[src/chdma_map.vh]
// Register offsets, field positions, codes and timing counts of the transfer engine
`ifndef CHDMA_MAP_VH
`define CHDMA_MAP_VH
`define CHDMA_REG_CMD          20'h00064
`define CHDMA_REG_STATUS       20'h0006E
`define CHDMA_REG_MEMTEST      20'h30FFC
`define CHDMA_REG_DEF_TYPE     20'h00100
`define CHDMA_REG_DEF_DIR      20'h00104
`define CHDMA_REG_DEF_NOTIFY   20'h00108
`define CHDMA_REG_DEF_HOSTPTR  20'h0010C
`define CHDMA_REG_DEF_OFFSET   20'h00110
`define CHDMA_REG_DEF_LENGTH   20'h00114
`define CHDMA_REG_DEF_COMMIT   20'h00118
`define CHDMA_REG_INVALIDATE   20'h0011C
`define CHDMA_REG_MEMSIZE      20'h00120
`define CHDMA_REG_TIMEOUT      20'h00124
`define CHDMA_BIT_START        16
`define CHDMA_BIT_WAIT         17
`define CHDMA_BIT_STOP         18
`define CHDMA_BIT_BLOCK_READY  8
`define CHDMA_BIT_COMPLETE     9
`define CHDMA_BIT_OVERRUN      10
`define CHDMA_BIT_ERROR        11
`define CHDMA_BUF_DATA         32'h000003E8
`define CHDMA_BUF_AUX          32'h000007D0
`define CHDMA_BUF_STAMP        32'h00000BB8
`define CHDMA_DIR_TO_CARD      32'h00000000
`define CHDMA_DIR_TO_HOST      32'h00000001
`define CHDMA_PAGE_BYTES       32'h00001000
`define CHDMA_WORD_BYTES       32'h00000040
`define CHDMA_MIN_SUB_OLD      32'h00000010
`define CHDMA_MIN_SUB_NEW      32'h00000040
`define CHDMA_MIN_AUX          32'h00000800
`define CHDMA_TIMEOUT_MS       32'd1000
`define CHDMA_CLK_MHZ          32'd200
`endif

[src/chdma_engine.v]
// Card to host transfer engine: buffer definition, commands, status and memory test
`timescale 1ns/1ps
`include "chdma_map.vh"
// How it works
// [RL1] Older families: page multiples or 16..2k
// [RL2] Older families: aux and stamp notify at least 2k
// [RL3] Newest family: 64..2k or pages; stamp 2k
// [RL4] Host supplies page aligned large buffer
// [RL5] Card to host overwrites host buffer
// [RL6] Standard mode starts at board offset
// [RL7] Length in bytes, within memory size
// [RL8] Newest family: length multiple of 64
// [RL9] Memory test: random access, card commands ignored
// [RL10] Buffer invalid on redefine, completion, request
// [RL11] Typed buffers; invalidate must match type
// [RL12] Aux only analog acq; stamp not replay
// [RL13] Transfer and card bits share command word
// [RL14] Start waits for trigger when acquiring; the engine waits for it in FIFO mode only
// [RL15] Wait ends on completion, block or timeout
// [RL16] Stop aborts, data becomes invalid
// [RL17] Block ready after each notify block
// [RL18] Complete flag only with zero notify
// [RL19] FIFO overrun or underrun sets flag
// [RL20] Internal fault sets error flag
// [RL21] Host should stop before invalidating
// [RL22] Zero notify signals once at end
// [RL23] Direction must match mode unless memtest
// [RL24] Start without valid buffer flags error
module chdma_engine #(
	parameter NEWEST_FAMILY = 0,
	parameter IS_ANALOG     = 1,
	parameter IS_REPLAY     = 0,
	parameter CYCLES_PER_MS = `CHDMA_CLK_MHZ * 1000
) (
	input  wire        core_clk,
	input  wire        rst,
	input  wire        reg_wr,
	input  wire        reg_rd,
	input  wire [19:0] reg_addr,
	input  wire [31:0] reg_wdata,
	output reg  [31:0] reg_rdata,
	output reg         reg_rvalid,
	output reg         wait_done,
	output reg  [15:0] card_cmd,
	output reg         card_cmd_valid,
	input  wire        trigger_seen,
	input  wire        fifo_mode,
	input  wire        fifo_fault,
	input  wire        mem_fault,
	output reg         mem_req,
	output reg         mem_we,
	output reg  [63:0] mem_addr,
	output reg         host_req,
	output reg         host_we,
	output reg  [63:0] host_addr,
	input  wire        beat_ack,
	output reg         memtest_active
);
	localparam ST_IDLE = 4'b0001;
	localparam ST_ARM  = 4'b0010;
	localparam ST_MOVE = 4'b0100;
	localparam ST_DONE = 4'b1000;
	localparam [63:0] BEAT = 64'h40;

	reg [3:0]  state;
	reg [31:0] def_type;
	reg [31:0] def_dir;
	reg [31:0] def_notify;
	reg [63:0] def_hostptr;
	reg [63:0] def_offset;
	reg [63:0] def_length;
	reg [63:0] mem_size;
	reg [31:0] timeout_ms;
	reg        buf_valid;
	reg [31:0] buf_type;
	reg        buf_dir;
	reg [31:0] buf_notify;
	reg [63:0] buf_len;
	reg [63:0] done_bytes;
	reg [31:0] block_bytes;
	reg        st_block;
	reg        st_done;
	reg        st_over;
	reg        st_err;
	reg        waiting;
	reg        arm_to;
	wire       notify_ok;
	wire       to_expired;

	chdma_notify_check u_chk (
		.notify        (reg_wdata),
		.buf_type      (def_type),
		.newest_family (NEWEST_FAMILY != 0),
		.legal         (notify_ok)
	);
	chdma_timeout #(
		.CYCLES_PER_MS (CYCLES_PER_MS)
	) u_to (
		.core_clk (core_clk),
		.rst      (rst),
		.arm      (arm_to),
		.clear    (~waiting),
		.limit_ms (timeout_ms),
		.expired  (to_expired)
	);

	// Type exists on this kind of card
	function type_ok;
		input [31:0] t;
		begin
			type_ok = (t == `CHDMA_BUF_DATA)
				|| (t == `CHDMA_BUF_AUX && IS_ANALOG != 0 && IS_REPLAY == 0) // [RL12]
				|| (t == `CHDMA_BUF_STAMP && IS_REPLAY == 0); // [RL12]
		end
	endfunction

	// Direction legal for mode
	function dir_ok;
		input [31:0] d;
		input        mt;
		begin
			if (d == `CHDMA_DIR_TO_CARD)
				dir_ok = mt || (IS_REPLAY != 0); // [RL23]
			else if (d == `CHDMA_DIR_TO_HOST)
				dir_ok = mt || (IS_REPLAY == 0); // [RL23]
			else
				dir_ok = 1'b0;
		end
	endfunction

	wire len_ok = (def_length != 64'h0)
		&& (fifo_mode || (def_offset + def_length <= mem_size)) // [RL7]
		&& (NEWEST_FAMILY == 0 || def_length[5:0] == 6'h00); // [RL8]
	wire def_ok = type_ok(def_type) && dir_ok(def_dir, memtest_active) && len_ok;
	// Transfer bits stay live in memory test so either direction can move data
	wire wr_cmd = reg_wr && (reg_addr == `CHDMA_REG_CMD);
	wire wr_card = wr_cmd && !memtest_active; // [RL9]
	wire cmd_start = wr_cmd && reg_wdata[`CHDMA_BIT_START];
	wire cmd_wait  = wr_cmd && reg_wdata[`CHDMA_BIT_WAIT];
	wire cmd_stop  = wr_cmd && reg_wdata[`CHDMA_BIT_STOP];
	wire beat_go   = (state == ST_MOVE) && beat_ack;
	wire [63:0] next_done = done_bytes + BEAT;
	wire [31:0] next_block = block_bytes + BEAT[31:0];
	wire blk_hit = beat_go && (buf_notify != 32'h0) && (next_block >= buf_notify); // [RL17]
	wire last    = beat_go && (next_done >= buf_len);
	wire invalid_rq = reg_wr && (reg_addr == `CHDMA_REG_INVALIDATE)
		&& buf_valid && (reg_wdata == buf_type); // [RL11]
	wire commit  = reg_wr && (reg_addr == `CHDMA_REG_DEF_COMMIT);

	// Definition and setup registers
	always @(posedge core_clk) begin
		if (rst) begin
			def_type    <= `CHDMA_BUF_DATA;
			def_dir     <= `CHDMA_DIR_TO_HOST;
			def_notify  <= 32'h0;
			def_hostptr <= 64'h0;
			def_offset  <= 64'h0;
			def_length  <= 64'h0;
			mem_size    <= 64'h0;
			timeout_ms  <= 32'h0;
			memtest_active <= 1'b0;
		end else if (reg_wr) begin
			case (reg_addr)
			`CHDMA_REG_DEF_TYPE: def_type <= reg_wdata;
			`CHDMA_REG_DEF_DIR: def_dir <= reg_wdata;
			`CHDMA_REG_DEF_NOTIFY: begin
				if (notify_ok)
					def_notify <= reg_wdata; // [RL1]
			end
			`CHDMA_REG_DEF_HOSTPTR: def_hostptr <= {32'h0, reg_wdata[31:12], 12'h000}; // [RL4]
			`CHDMA_REG_DEF_OFFSET: def_offset <= {32'h0, reg_wdata};
			`CHDMA_REG_DEF_LENGTH: def_length <= {32'h0, reg_wdata};
			`CHDMA_REG_MEMSIZE: mem_size <= {32'h0, reg_wdata};
			`CHDMA_REG_TIMEOUT: timeout_ms <= reg_wdata;
			`CHDMA_REG_MEMTEST: memtest_active <= reg_wdata[0]; // [RL9]
			default: ;
			endcase
		end
	end

	// Buffer validity, transfer state machine and data beats
	always @(posedge core_clk) begin
		if (rst) begin
			state      <= ST_IDLE;
			buf_valid  <= 1'b0;
			buf_type   <= `CHDMA_BUF_DATA;
			buf_dir    <= 1'b1;
			buf_notify <= 32'h0;
			buf_len    <= 64'h0;
			done_bytes <= 64'h0;
			block_bytes <= 32'h0;
			mem_req    <= 1'b0;
			mem_we     <= 1'b0;
			mem_addr   <= 64'h0;
			host_req   <= 1'b0;
			host_we    <= 1'b0;
			host_addr  <= 64'h0;
		end else begin
			if (commit) begin
				// New definition replaces the old one
				buf_valid  <= def_ok; // [RL10]
				buf_type   <= def_type;
				buf_dir    <= def_dir[0];
				buf_notify <= def_notify;
				buf_len    <= def_length;
				mem_addr   <= fifo_mode ? 64'h0 : def_offset; // [RL6]
				host_addr  <= def_hostptr;
				state      <= ST_IDLE;
				mem_req    <= 1'b0;
				host_req   <= 1'b0;
			end else if (invalid_rq) begin
				buf_valid <= 1'b0; // [RL10]
				state     <= ST_IDLE;
				mem_req   <= 1'b0;
				host_req  <= 1'b0;
			end else if (cmd_stop) begin
				state    <= ST_IDLE; // [RL16]
				buf_valid <= 1'b0; // [RL16]
				mem_req  <= 1'b0;
				host_req <= 1'b0;
			end else begin
				case (state)
				ST_IDLE: begin
					if (cmd_start && buf_valid) begin
						done_bytes  <= 64'h0;
						block_bytes <= 32'h0;
						state       <= ST_ARM;
					end
				end
				ST_ARM: begin
					if (buf_dir == 1'b0 || trigger_seen || fifo_mode == 1'b0 || memtest_active) begin
						state    <= ST_MOVE; // [RL14]
						mem_req  <= 1'b1;
						mem_we   <= ~buf_dir;
						host_req <= 1'b1;
						host_we  <= buf_dir; // [RL5]
					end
				end
				ST_MOVE: begin
					if (mem_fault || fifo_fault) begin
						state    <= ST_IDLE;
						mem_req  <= 1'b0;
						host_req <= 1'b0;
					end else if (beat_go) begin
						done_bytes  <= next_done;
						block_bytes <= blk_hit ? 32'h0 : next_block;
						mem_addr    <= mem_addr + BEAT;
						host_addr   <= host_addr + BEAT;
						if (last) begin
							state    <= ST_DONE;
							mem_req  <= 1'b0;
							host_req <= 1'b0;
						end
					end
				end
				ST_DONE: begin
					buf_valid <= 1'b0; // [RL10]
					state     <= ST_IDLE;
				end
				default: state <= ST_IDLE;
				endcase
			end
		end
	end

	// Sticky status flags, cleared on a new start; a set wins
	always @(posedge core_clk) begin
		if (rst) begin
			st_block <= 1'b0;
			st_done  <= 1'b0;
			st_over  <= 1'b0;
			st_err   <= 1'b0;
		end else begin
			if (blk_hit)
				st_block <= 1'b1; // [RL17]
			else if (cmd_start || commit)
				st_block <= 1'b0;
			if (last && buf_notify == 32'h0)
				st_done <= 1'b1; // [RL18] [RL22]
			else if (cmd_start || commit)
				st_done <= 1'b0;
			if (state == ST_MOVE && fifo_mode && fifo_fault)
				st_over <= 1'b1; // [RL19]
			else if (cmd_start || commit)
				st_over <= 1'b0;
			if ((state == ST_MOVE && mem_fault) || (cmd_start && !buf_valid))
				st_err <= 1'b1; // [RL20] [RL24]
			else if (cmd_start || commit)
				st_err <= 1'b0;
		end
	end

	// Wait command: ends on block, completion, error or timeout
	always @(posedge core_clk) begin
		if (rst) begin
			waiting   <= 1'b0;
			arm_to    <= 1'b0;
			wait_done <= 1'b0;
		end else begin
			arm_to    <= 1'b0;
			wait_done <= 1'b0;
			if (cmd_wait && !waiting) begin
				waiting <= 1'b1;
				arm_to  <= 1'b1;
			end else if (waiting && (blk_hit || st_block || state == ST_DONE
				|| st_err || st_over || cmd_stop || to_expired || !buf_valid)) begin
				waiting   <= 1'b0; // [RL15]
				wait_done <= 1'b1;
			end
		end
	end

	// Card control bits forwarded with the transfer bits of one write, except while the memory test runs
	always @(posedge core_clk) begin
		if (rst) begin
			card_cmd       <= 16'h0000;
			card_cmd_valid <= 1'b0;
		end else begin
			card_cmd_valid <= wr_card && (reg_wdata[15:0] != 16'h0000); // [RL13]
			card_cmd       <= wr_card ? reg_wdata[15:0] : 16'h0000; // [RL13]
		end
	end

	// Register read port; write-only locations read zero
	always @(posedge core_clk) begin
		if (rst) begin
			reg_rdata  <= 32'h0;
			reg_rvalid <= 1'b0;
		end else begin
			reg_rvalid <= reg_rd;
			reg_rdata  <= 32'h0;
			if (reg_rd) begin
				case (reg_addr)
				`CHDMA_REG_STATUS: begin
					reg_rdata[`CHDMA_BIT_BLOCK_READY] <= st_block;
					reg_rdata[`CHDMA_BIT_COMPLETE]    <= st_done;
					reg_rdata[`CHDMA_BIT_OVERRUN]     <= st_over;
					reg_rdata[`CHDMA_BIT_ERROR]       <= st_err;
				end
				`CHDMA_REG_DEF_NOTIFY: reg_rdata <= def_notify;
				`CHDMA_REG_DEF_LENGTH: reg_rdata <= def_length[31:0];
				`CHDMA_REG_MEMSIZE: reg_rdata <= mem_size[31:0];
				`CHDMA_REG_TIMEOUT: reg_rdata <= timeout_ms;
				default: reg_rdata <= 32'h0;
				endcase
			end
		end
	end
endmodule

[src/chdma_notify_check.v]
// Legality check of a notify size against buffer type and card family
`timescale 1ns/1ps
`include "chdma_map.vh"
module chdma_notify_check (
	input  wire [31:0] notify,
	input  wire [31:0] buf_type,
	input  wire        newest_family,
	output wire        legal
);
	// Single bit set in the sub-page range
	function is_pow2_sub;
		input [31:0] v;
		input [31:0] lo;
		begin
			is_pow2_sub = (v >= lo) && (v < `CHDMA_PAGE_BYTES) && ((v & (v - 32'h1)) == 32'h0);
		end
	endfunction
	wire page_mult = (notify[11:0] == 12'h000);
	wire sub_ok    = is_pow2_sub(notify, newest_family ? `CHDMA_MIN_SUB_NEW
		: `CHDMA_MIN_SUB_OLD);
	wire aux_ok    = (notify == 32'h0) || page_mult || (notify == `CHDMA_MIN_AUX);
	// Zero means end-only notification and is always accepted
	assign legal = (buf_type == `CHDMA_BUF_DATA) ? (notify == 32'h0 || page_mult || sub_ok)
		: aux_ok; // [RL1] [RL2] [RL3]
endmodule

[src/chdma_timeout.v]
// Millisecond timeout counter for the wait command
`timescale 1ns/1ps
`include "chdma_map.vh"
module chdma_timeout #(
	parameter CYCLES_PER_MS = 200000
) (
	input  wire        core_clk,
	input  wire        rst,
	input  wire        arm,
	input  wire        clear,
	input  wire [31:0] limit_ms,
	output reg         expired
);
	reg [31:0] cyc;
	reg [31:0] ms;
	reg        run;
	// One enable pulse per millisecond, count of pulses against the limit
	always @(posedge core_clk) begin
		if (rst || clear) begin
			cyc     <= 32'h0;
			ms      <= 32'h0;
			run     <= 1'b0;
			expired <= 1'b0;
		end else if (arm) begin
			cyc     <= 32'h0;
			ms      <= 32'h0;
			run     <= (limit_ms != 32'h0);
			expired <= 1'b0;
		end else if (run) begin
			if (cyc == CYCLES_PER_MS - 1) begin
				cyc <= 32'h0;
				ms  <= ms + 32'h1;
				if (ms + 32'h1 >= limit_ms) begin
					expired <= 1'b1;
					run     <= 1'b0;
				end
			end else begin
				cyc <= cyc + 32'h1;
			end
		end
	end
endmodule

[config.mk]
export PLATFORM = sky130hd
export DESIGN_NAME = chdma_engine
export DESIGN_NICKNAME = d
export VERILOG_FILES = /design/src/chdma_engine.v /design/src/chdma_notify_check.v /design/src/chdma_timeout.v
export VERILOG_INCLUDE_DIRS = /design/src
export SDC_FILE = /design/constraint.sdc
export NUM_CORES = 2
export LEC_CHECK = 0
export BUFFER_PORTS_ARGS = -buffer_cell sky130_fd_sc_hd__clkbuf_2
export CORE_MARGIN = 2
export CORE_UTILIZATION = 46
export CTS_CLUSTER_SIZE = 25
export DETAILED_ROUTE_END_ITERATION = 8
export PLACE_DENSITY_LB_ADDON = 0.2
export SETUP_SLACK_MARGIN = 0.5
export SYNTH_ARGS = -nofsm -noshare
export SYNTH_HDL_FRONTEND = slang
export SYNTH_HIERARCHICAL = 1
export SYNTH_SLANG_ARGS = --single-unit
[constraint.sdc]
create_clock -name core_clk -period 4.41 [get_ports core_clk]
set_input_delay 0 -clock core_clk [delete_from_list [all_inputs] [get_ports core_clk]]
set_output_delay 0 -clock core_clk [all_outputs]
set_load 0.02 [all_outputs]
# After elaboration in Yosys (flattened, before gate mapping)
# Cells that the tools add are included.
# W data, S select, Z words.
[classes]
n_addsub = 8
magnitude_cmp = 6
n_eq_ne = 33
mux = 57
bitwise = 9
reduce_logical = 90
[op_table]
columns = ["cell", "count"]
rows = [
  ["$mux W64", 15],
  ["$eq A20 B9 Y1 const B", 10],
  ["$add A64 B7 Y64 const B", 3],
  ["$mux W32", 6],
  ["$logic_not A32 Y1", 4],
  ["$pmux W64 S2", 1],
  ["$pmux W20 S4", 1],
  ["$add A32 B1 Y32 const B", 2],
  ["$eq A32 B12 Y1 const B", 2],
  ["$ge A32 B32 Y1", 2],
  ["$ge A64 B32 Y1", 1],
  ["$pmux W32 S2", 1],
  ["$reduce_bool A32 Y1", 2],
  ["$reduce_bool A64 Y1", 1],
  ["$eq A20 B7 Y1 const B", 2],
  ["$add A32 B32 Y33", 1],
  ["$le A33 B32 Y1", 1],
  ["$add A32 B7 Y32 const B", 1],
  ["$and A32 B32 Y32", 1],
  ["$eq A32 B1 Y1 const B", 1],
  ["$eq A32 B10 Y1 const B", 1],
  ["$eq A32 B11 Y1 const B", 1],
  ["$eq A32 B18 Y1 const B", 1],
  ["$eq A32 B32 Y1", 1],
  ["32 further kinds", 141],
]
[totals]
regBits = 697
output_inout_bits = 184
wordCells = 240

# Depth between registers and ports, before layout
[depth]
depth_word = 14
ltp_mapped = 23
depth_no_buf = 23

# Modules after synthesis
# Netlist, hierarchy kept.
[by_module_without_submodules]
columns = ["mod", "n_inst", "cells_each", "area_per_inst_um2", "seq_area_each_um2"]
rows = [
  ["chdma_engine", 1, 3910, 30426.7, 12271.8],
  ["chdma_timeout", 1, 547, 4454.3, 1321.3],
  ["chdma_notify_check", 1, 50, 349.1, 0.0],
]

# Least setup slack after synthesis
# OpenSTA, ideal clock, no wires.
[synth_path]
path_kind = "register to register"
startpoint = "register def_length[1]"
endpoint = "register buf_valid"
arrival_ns = 3.813
required_time_ns = 4.335
path_slack_ns = 0.522
path_stages_with_launch = 21
cell_sequence = "dfxtp_1 -> ha_1 -> a211oi_1 -> o21ai_0 -> a41oi_1 -> nor4_1 -> o31ai_1 -> o21a_1 -> o21ai_1 -> a21o_1 -> a21oi_1 -> xnor2_1 -> ha_1 -> a21o_1 -> a21oi_1 -> nor2b_1 -> o21ai_0 -> o2111ai_1 -> o211ai_1 -> a31oi_1 -> o22ai_1"
[synth_between]
elab_chain_cells = 6
[synth_rtl]
columns = ["item", "line_no", "rtl"]
rows = [
  ["start: declaration", "chdma_engine.v:71", "reg [63:0] def_length;"],
  ["start signal: assignment", "chdma_engine.v:172", "`CHDMA_REG_DEF_LENGTH: def_length <= {32'h0, reg_wdata};"],
  ["$add A32 B32 Y33", "chdma_engine.v:132", "&& (fifo_mode || (def_offset + def_length <= mem_size))"],
  ["$le A33 B32 Y1", "chdma_engine.v:132", ""],
  ["$logic_or A1 B1 Y1", "chdma_engine.v:132", ""],
  ["$logic_and A1 B1 Y1 (*)", "chdma_engine.v:132", ""],
  ["$logic_and A1 B1 Y1 (*)", "chdma_engine.v:134", "wire def_ok = type_ok(def_type) && dir_ok(def_dir, memtest_active) && len_ok;"],
  ["$mux W1 (*)", "chdma_engine.v:199", "if (commit) begin"],
  ["end signal: assignment", "chdma_engine.v:201", "buf_valid <= def_ok;"],
  ["end: declaration", "chdma_engine.v:74", "reg buf_valid;"],
]
# Every way passes the cells marked *; elsewhere a longest branch is shown, timed or not.
# A chain may end at the register's enable or synchronous reset.

# Worst setup path in the final report
[layout_path]
startpoint = "register def_length[0]"
endpoint = "register buf_valid"
# Same word-level chain as after synthesis.

==> summary.md <==
| Metric | Value |
|---|---|
| Syn Std Cell Area | 35200 sq um |
| Worst Setup Slack, final | ~0.43 ns |
| Final Hold Fails | 0 |
| Pin slew with the least headroom to its limit | roughly 1.2 ns |
| Clock buffer depth | 3 |
| Max reg flops | 64 |
| GRT Overall Usage | 30.6% |
| Die ar. | approximately 79000 sq um |
| Peak Freq | 0.252 GHz |
| Lkg Pwr | about 15 nW |
| Initial antenna violation count | 2 |
| Max-slew headroom at the worst pin | around a fifth |
| Total Power | ~13 mW |
| Crit Path Max Fanout | 3 |
| Clk_skew | between 0.03 and 0.04 ns |
| DR vias/cell | 5.89 |
| TritonCTS Buffers | 75 |
| # setup viols final | 0 |
| Drt pass-1 iters | 9 |
| Max cap viols | 0 |
| Synth Instances | 4507 |
| Final Cycle Share | 90.1% |
| Most area-consuming cells after synthesis | dfxtp_1 39%, nand2_1 9.6%, a21oi_1 7.9% |
| Most instantiated cells after synthesis | 897 x nand2_1, 679 x dfxtp_1, 558 x a21oi_1 |
| CTS tree | done |
| Failing checks | DRC |
| CTS clk-pin slew, worst paths | 0.07 ns |
| Top cell type by total area after synthesis | dfxtp_1 |
| Die height | 281 um |
| NumNets Final | between 4000 and 5000 |
| Largest net degree at the start of global routing | between 150 and 200 |
| GRT overflow | 0 |
| Pre-CTS WS | 0.00380 ns |
| Vias | 33800 |
| Warnings, synthesis | 6 |
| Crit path DAT | between 4 and 5 ns |
| Sink Count | roughly 680 |
| Mean post-synth cell area | around 7.8 sq um |
| Tightest Hold Check Type | primary input to flop |
| Minimum clock period | between 3 and 4 ns |
| CTS root buf | clkbuf_16 |
| VDD IR max | between 0.0003 and 0.0004 V |
| Main synth FF type | dfxtp_1 |
| Routability cong. | roughly 0.94 |
| Synth async-reset ratio | 0% |
| Iter 0 DRT Violations | around 3300 |
| Antenna Nets Post-Route | 0 |
| Max-slew violation count | 0 |
| Top flop regs | mem_addr x64, done_bytes x58, host_addr x58 |
| Distinct cell type count after synthesis | roughly 100 |
| Final HPWL DP | approximately 86000 um |
| Die Wd | 281 um |
| Clock Latency Late Sink | between 0.6 and 0.7 ns |
| Vias in the first global route | 31400 |
| DR WL/cell | 21.6 um |
| Worst EP required | a little under 5 ns |
| Post-synth top area share | around two fifths |
| Setup TNS | 0 ns |
| Outcome | finished, violations left |
| Sequential share of the synthesized area | around two fifths |
| Pwr dens | between 300 and 400 nW/um^2 |
| Post-synth EDFFs | 0 |
| CP max stage delay | 0.36 ns |
| Critical path, cell by cell | ha_4 > inv_2 > fa_2 > nor2b_1 > o21ai_2 > a21oi_2 > nor4b_2 > buf_4 > nor3_4 > o2111ai_2 > a211oi_2 > nor2_2 > a211o_1 > ha_4 > nand4_1 > nor2_2 > nand2_1 > o2111ai_1 > o211ai_1 > a31oi_1 > o22ai_1 |
| CP Launch Type | flop |
| P&R area growth vs syn | 15.7% |
| Initial Util | a little under half |
| Most frequent cell after synthesis | nand2_1 |
| Worst Setup Path Type | flop to flop |
| IO buf count | ~240 |
| Htree depth | 3 |
| Final Util | a little over half |
| First-pass GRT wire length | 188000 um |
| CP endpoint kind | flop |
| Top reg by flops | mem_addr |
| FF+latch count, synth | ~680 |
| Slowest cell on crit path | dfxtp_2 |
| Worst hold margin | ~0.053 ns |
| DRC Markers | 15 |
| Detailed Route WL | between 100000 and 150000 um |
| Core area | approximately 76000 sq um |
| Fill cells | 7219 |
| RSZ-0062 raised after global routing | yes |
| Core Rows | roughly 100 |
| Boundary Pins | between 200 and 250 |
| Share of layout cells above drive strength 1 | 13.4% |
## worst max-delay path, delay by kind of cell, from the launching register on
kind	cells	cell delay [ns]
AOI/OAI and AO/OA	9	1.67
adders and majority gates	3	0.77
buffers and inverters	2	0.18
DFF	1	0.36
and+or+nand+nor	7	0.87
## cells by family after synthesis
logic type      after synthesis  synth area share [%]
fa+ha+maj                   158                  5.63
simple gates               1995                  27.6
xor+xnor                    255                  6.34
buf+inv                     444                  5.19
other cells                   1                0.0106
flops                       679                  38.6
compound gates              966                  16.4
mux                           9                 0.256
## report_power, final
part	internal, mW	switching [mW]	total (mW)
clock network	3.74	2.69	6.43
logic	0.0929	0.306	0.399
registers	6.13	0.000136	6.13
## stage by stage
step                      instances  area [sq um]
final                          5735         40800
after global routing           5733         40800
after CTS                      5724         40400
after detailed placement       5540         37300
after global placement         5540         37300
after floorplan                4513         35300
## repair_timing
action,4_1_cts,5_1_grt
hold buffers,44,0
resized for setup,40,62
cloned,0,1
endpoints found under the setup margin,32,40
buffers inserted,7,8
hold endpoints to repair,282,0
pin swaps,16,37
## layout make-up
type                    count  area, sq um  share of cell area (%)
multi-input cells        3390        20200                    49.6
flip-flops and latches    679        13600                    33.4
diodes                      2         5.00                  0.0123
repair buffers            397         2620                    6.43
well taps                 978         1220                    3.00
inverters                 156          586                    1.44
clock inverters            27          343                   0.841
clock buffers             106         2130                    5.23
## worst paths after layout
| check | startpoint | end | slack [ns] | depth (start not counted) |
|---|---|---|---|---|
| worst min-delay path | reg_wdata[18] | def_dir[18]$_SDFFE_PP0P_ | 0.05 | 3 |
| worst max-delay path | def_length[0]$_SDFFE_PP0P_ | buf_valid$_SDFFE_PP0P_ | 0.43 | 21 |
| worst max register to register | def_length[0]$_SDFFE_PP0P_ | buf_valid$_SDFFE_PP0P_ | 0.43 | 21 |
| worst min register to register | def_hostptr[18]$_SDFFE_PP0P_ | def_hostptr[18]$_SDFFE_PP0P_ | 0.45 | 2 |
## per-layer routing
layer  GRT usage [%]  up-vias  share of wire [%]
met5               0        -              0.011
li1                -    16100                  -
met1            39.8    15900                 41
met2            48.3     1399                 44
met4            14.7        2                5.3
met3            6.63      332                9.0
## cells in the final DEF (no fill, tap or decap), types with 59 or more instances in the layout
cell | synthesis | routed
and3_1 | 69 | 63
ha_1 | 156 | 148
nor3_1 | 64 | 59
nand4_1 | 110 | 110
xor2_1 | 122 | 122
inv_1 | 155 | 154
dfxtp_1 | 679 | 662
nor4_1 | 79 | 72
clkbuf_16 | 0 | 76
nand3_1 | 149 | 146
nand2_1 | 897 | 895
clkbuf_2 | 1 | 237
or3_1 | 64 | 64
buf_4 | 12 | 106
o21ai_0 | 130 | 122
xnor2_1 | 133 | 132
a21oi_1 | 558 | 555
nor2_1 | 316 | 308
No activity file was read; power rests on OpenSTA's default activity.
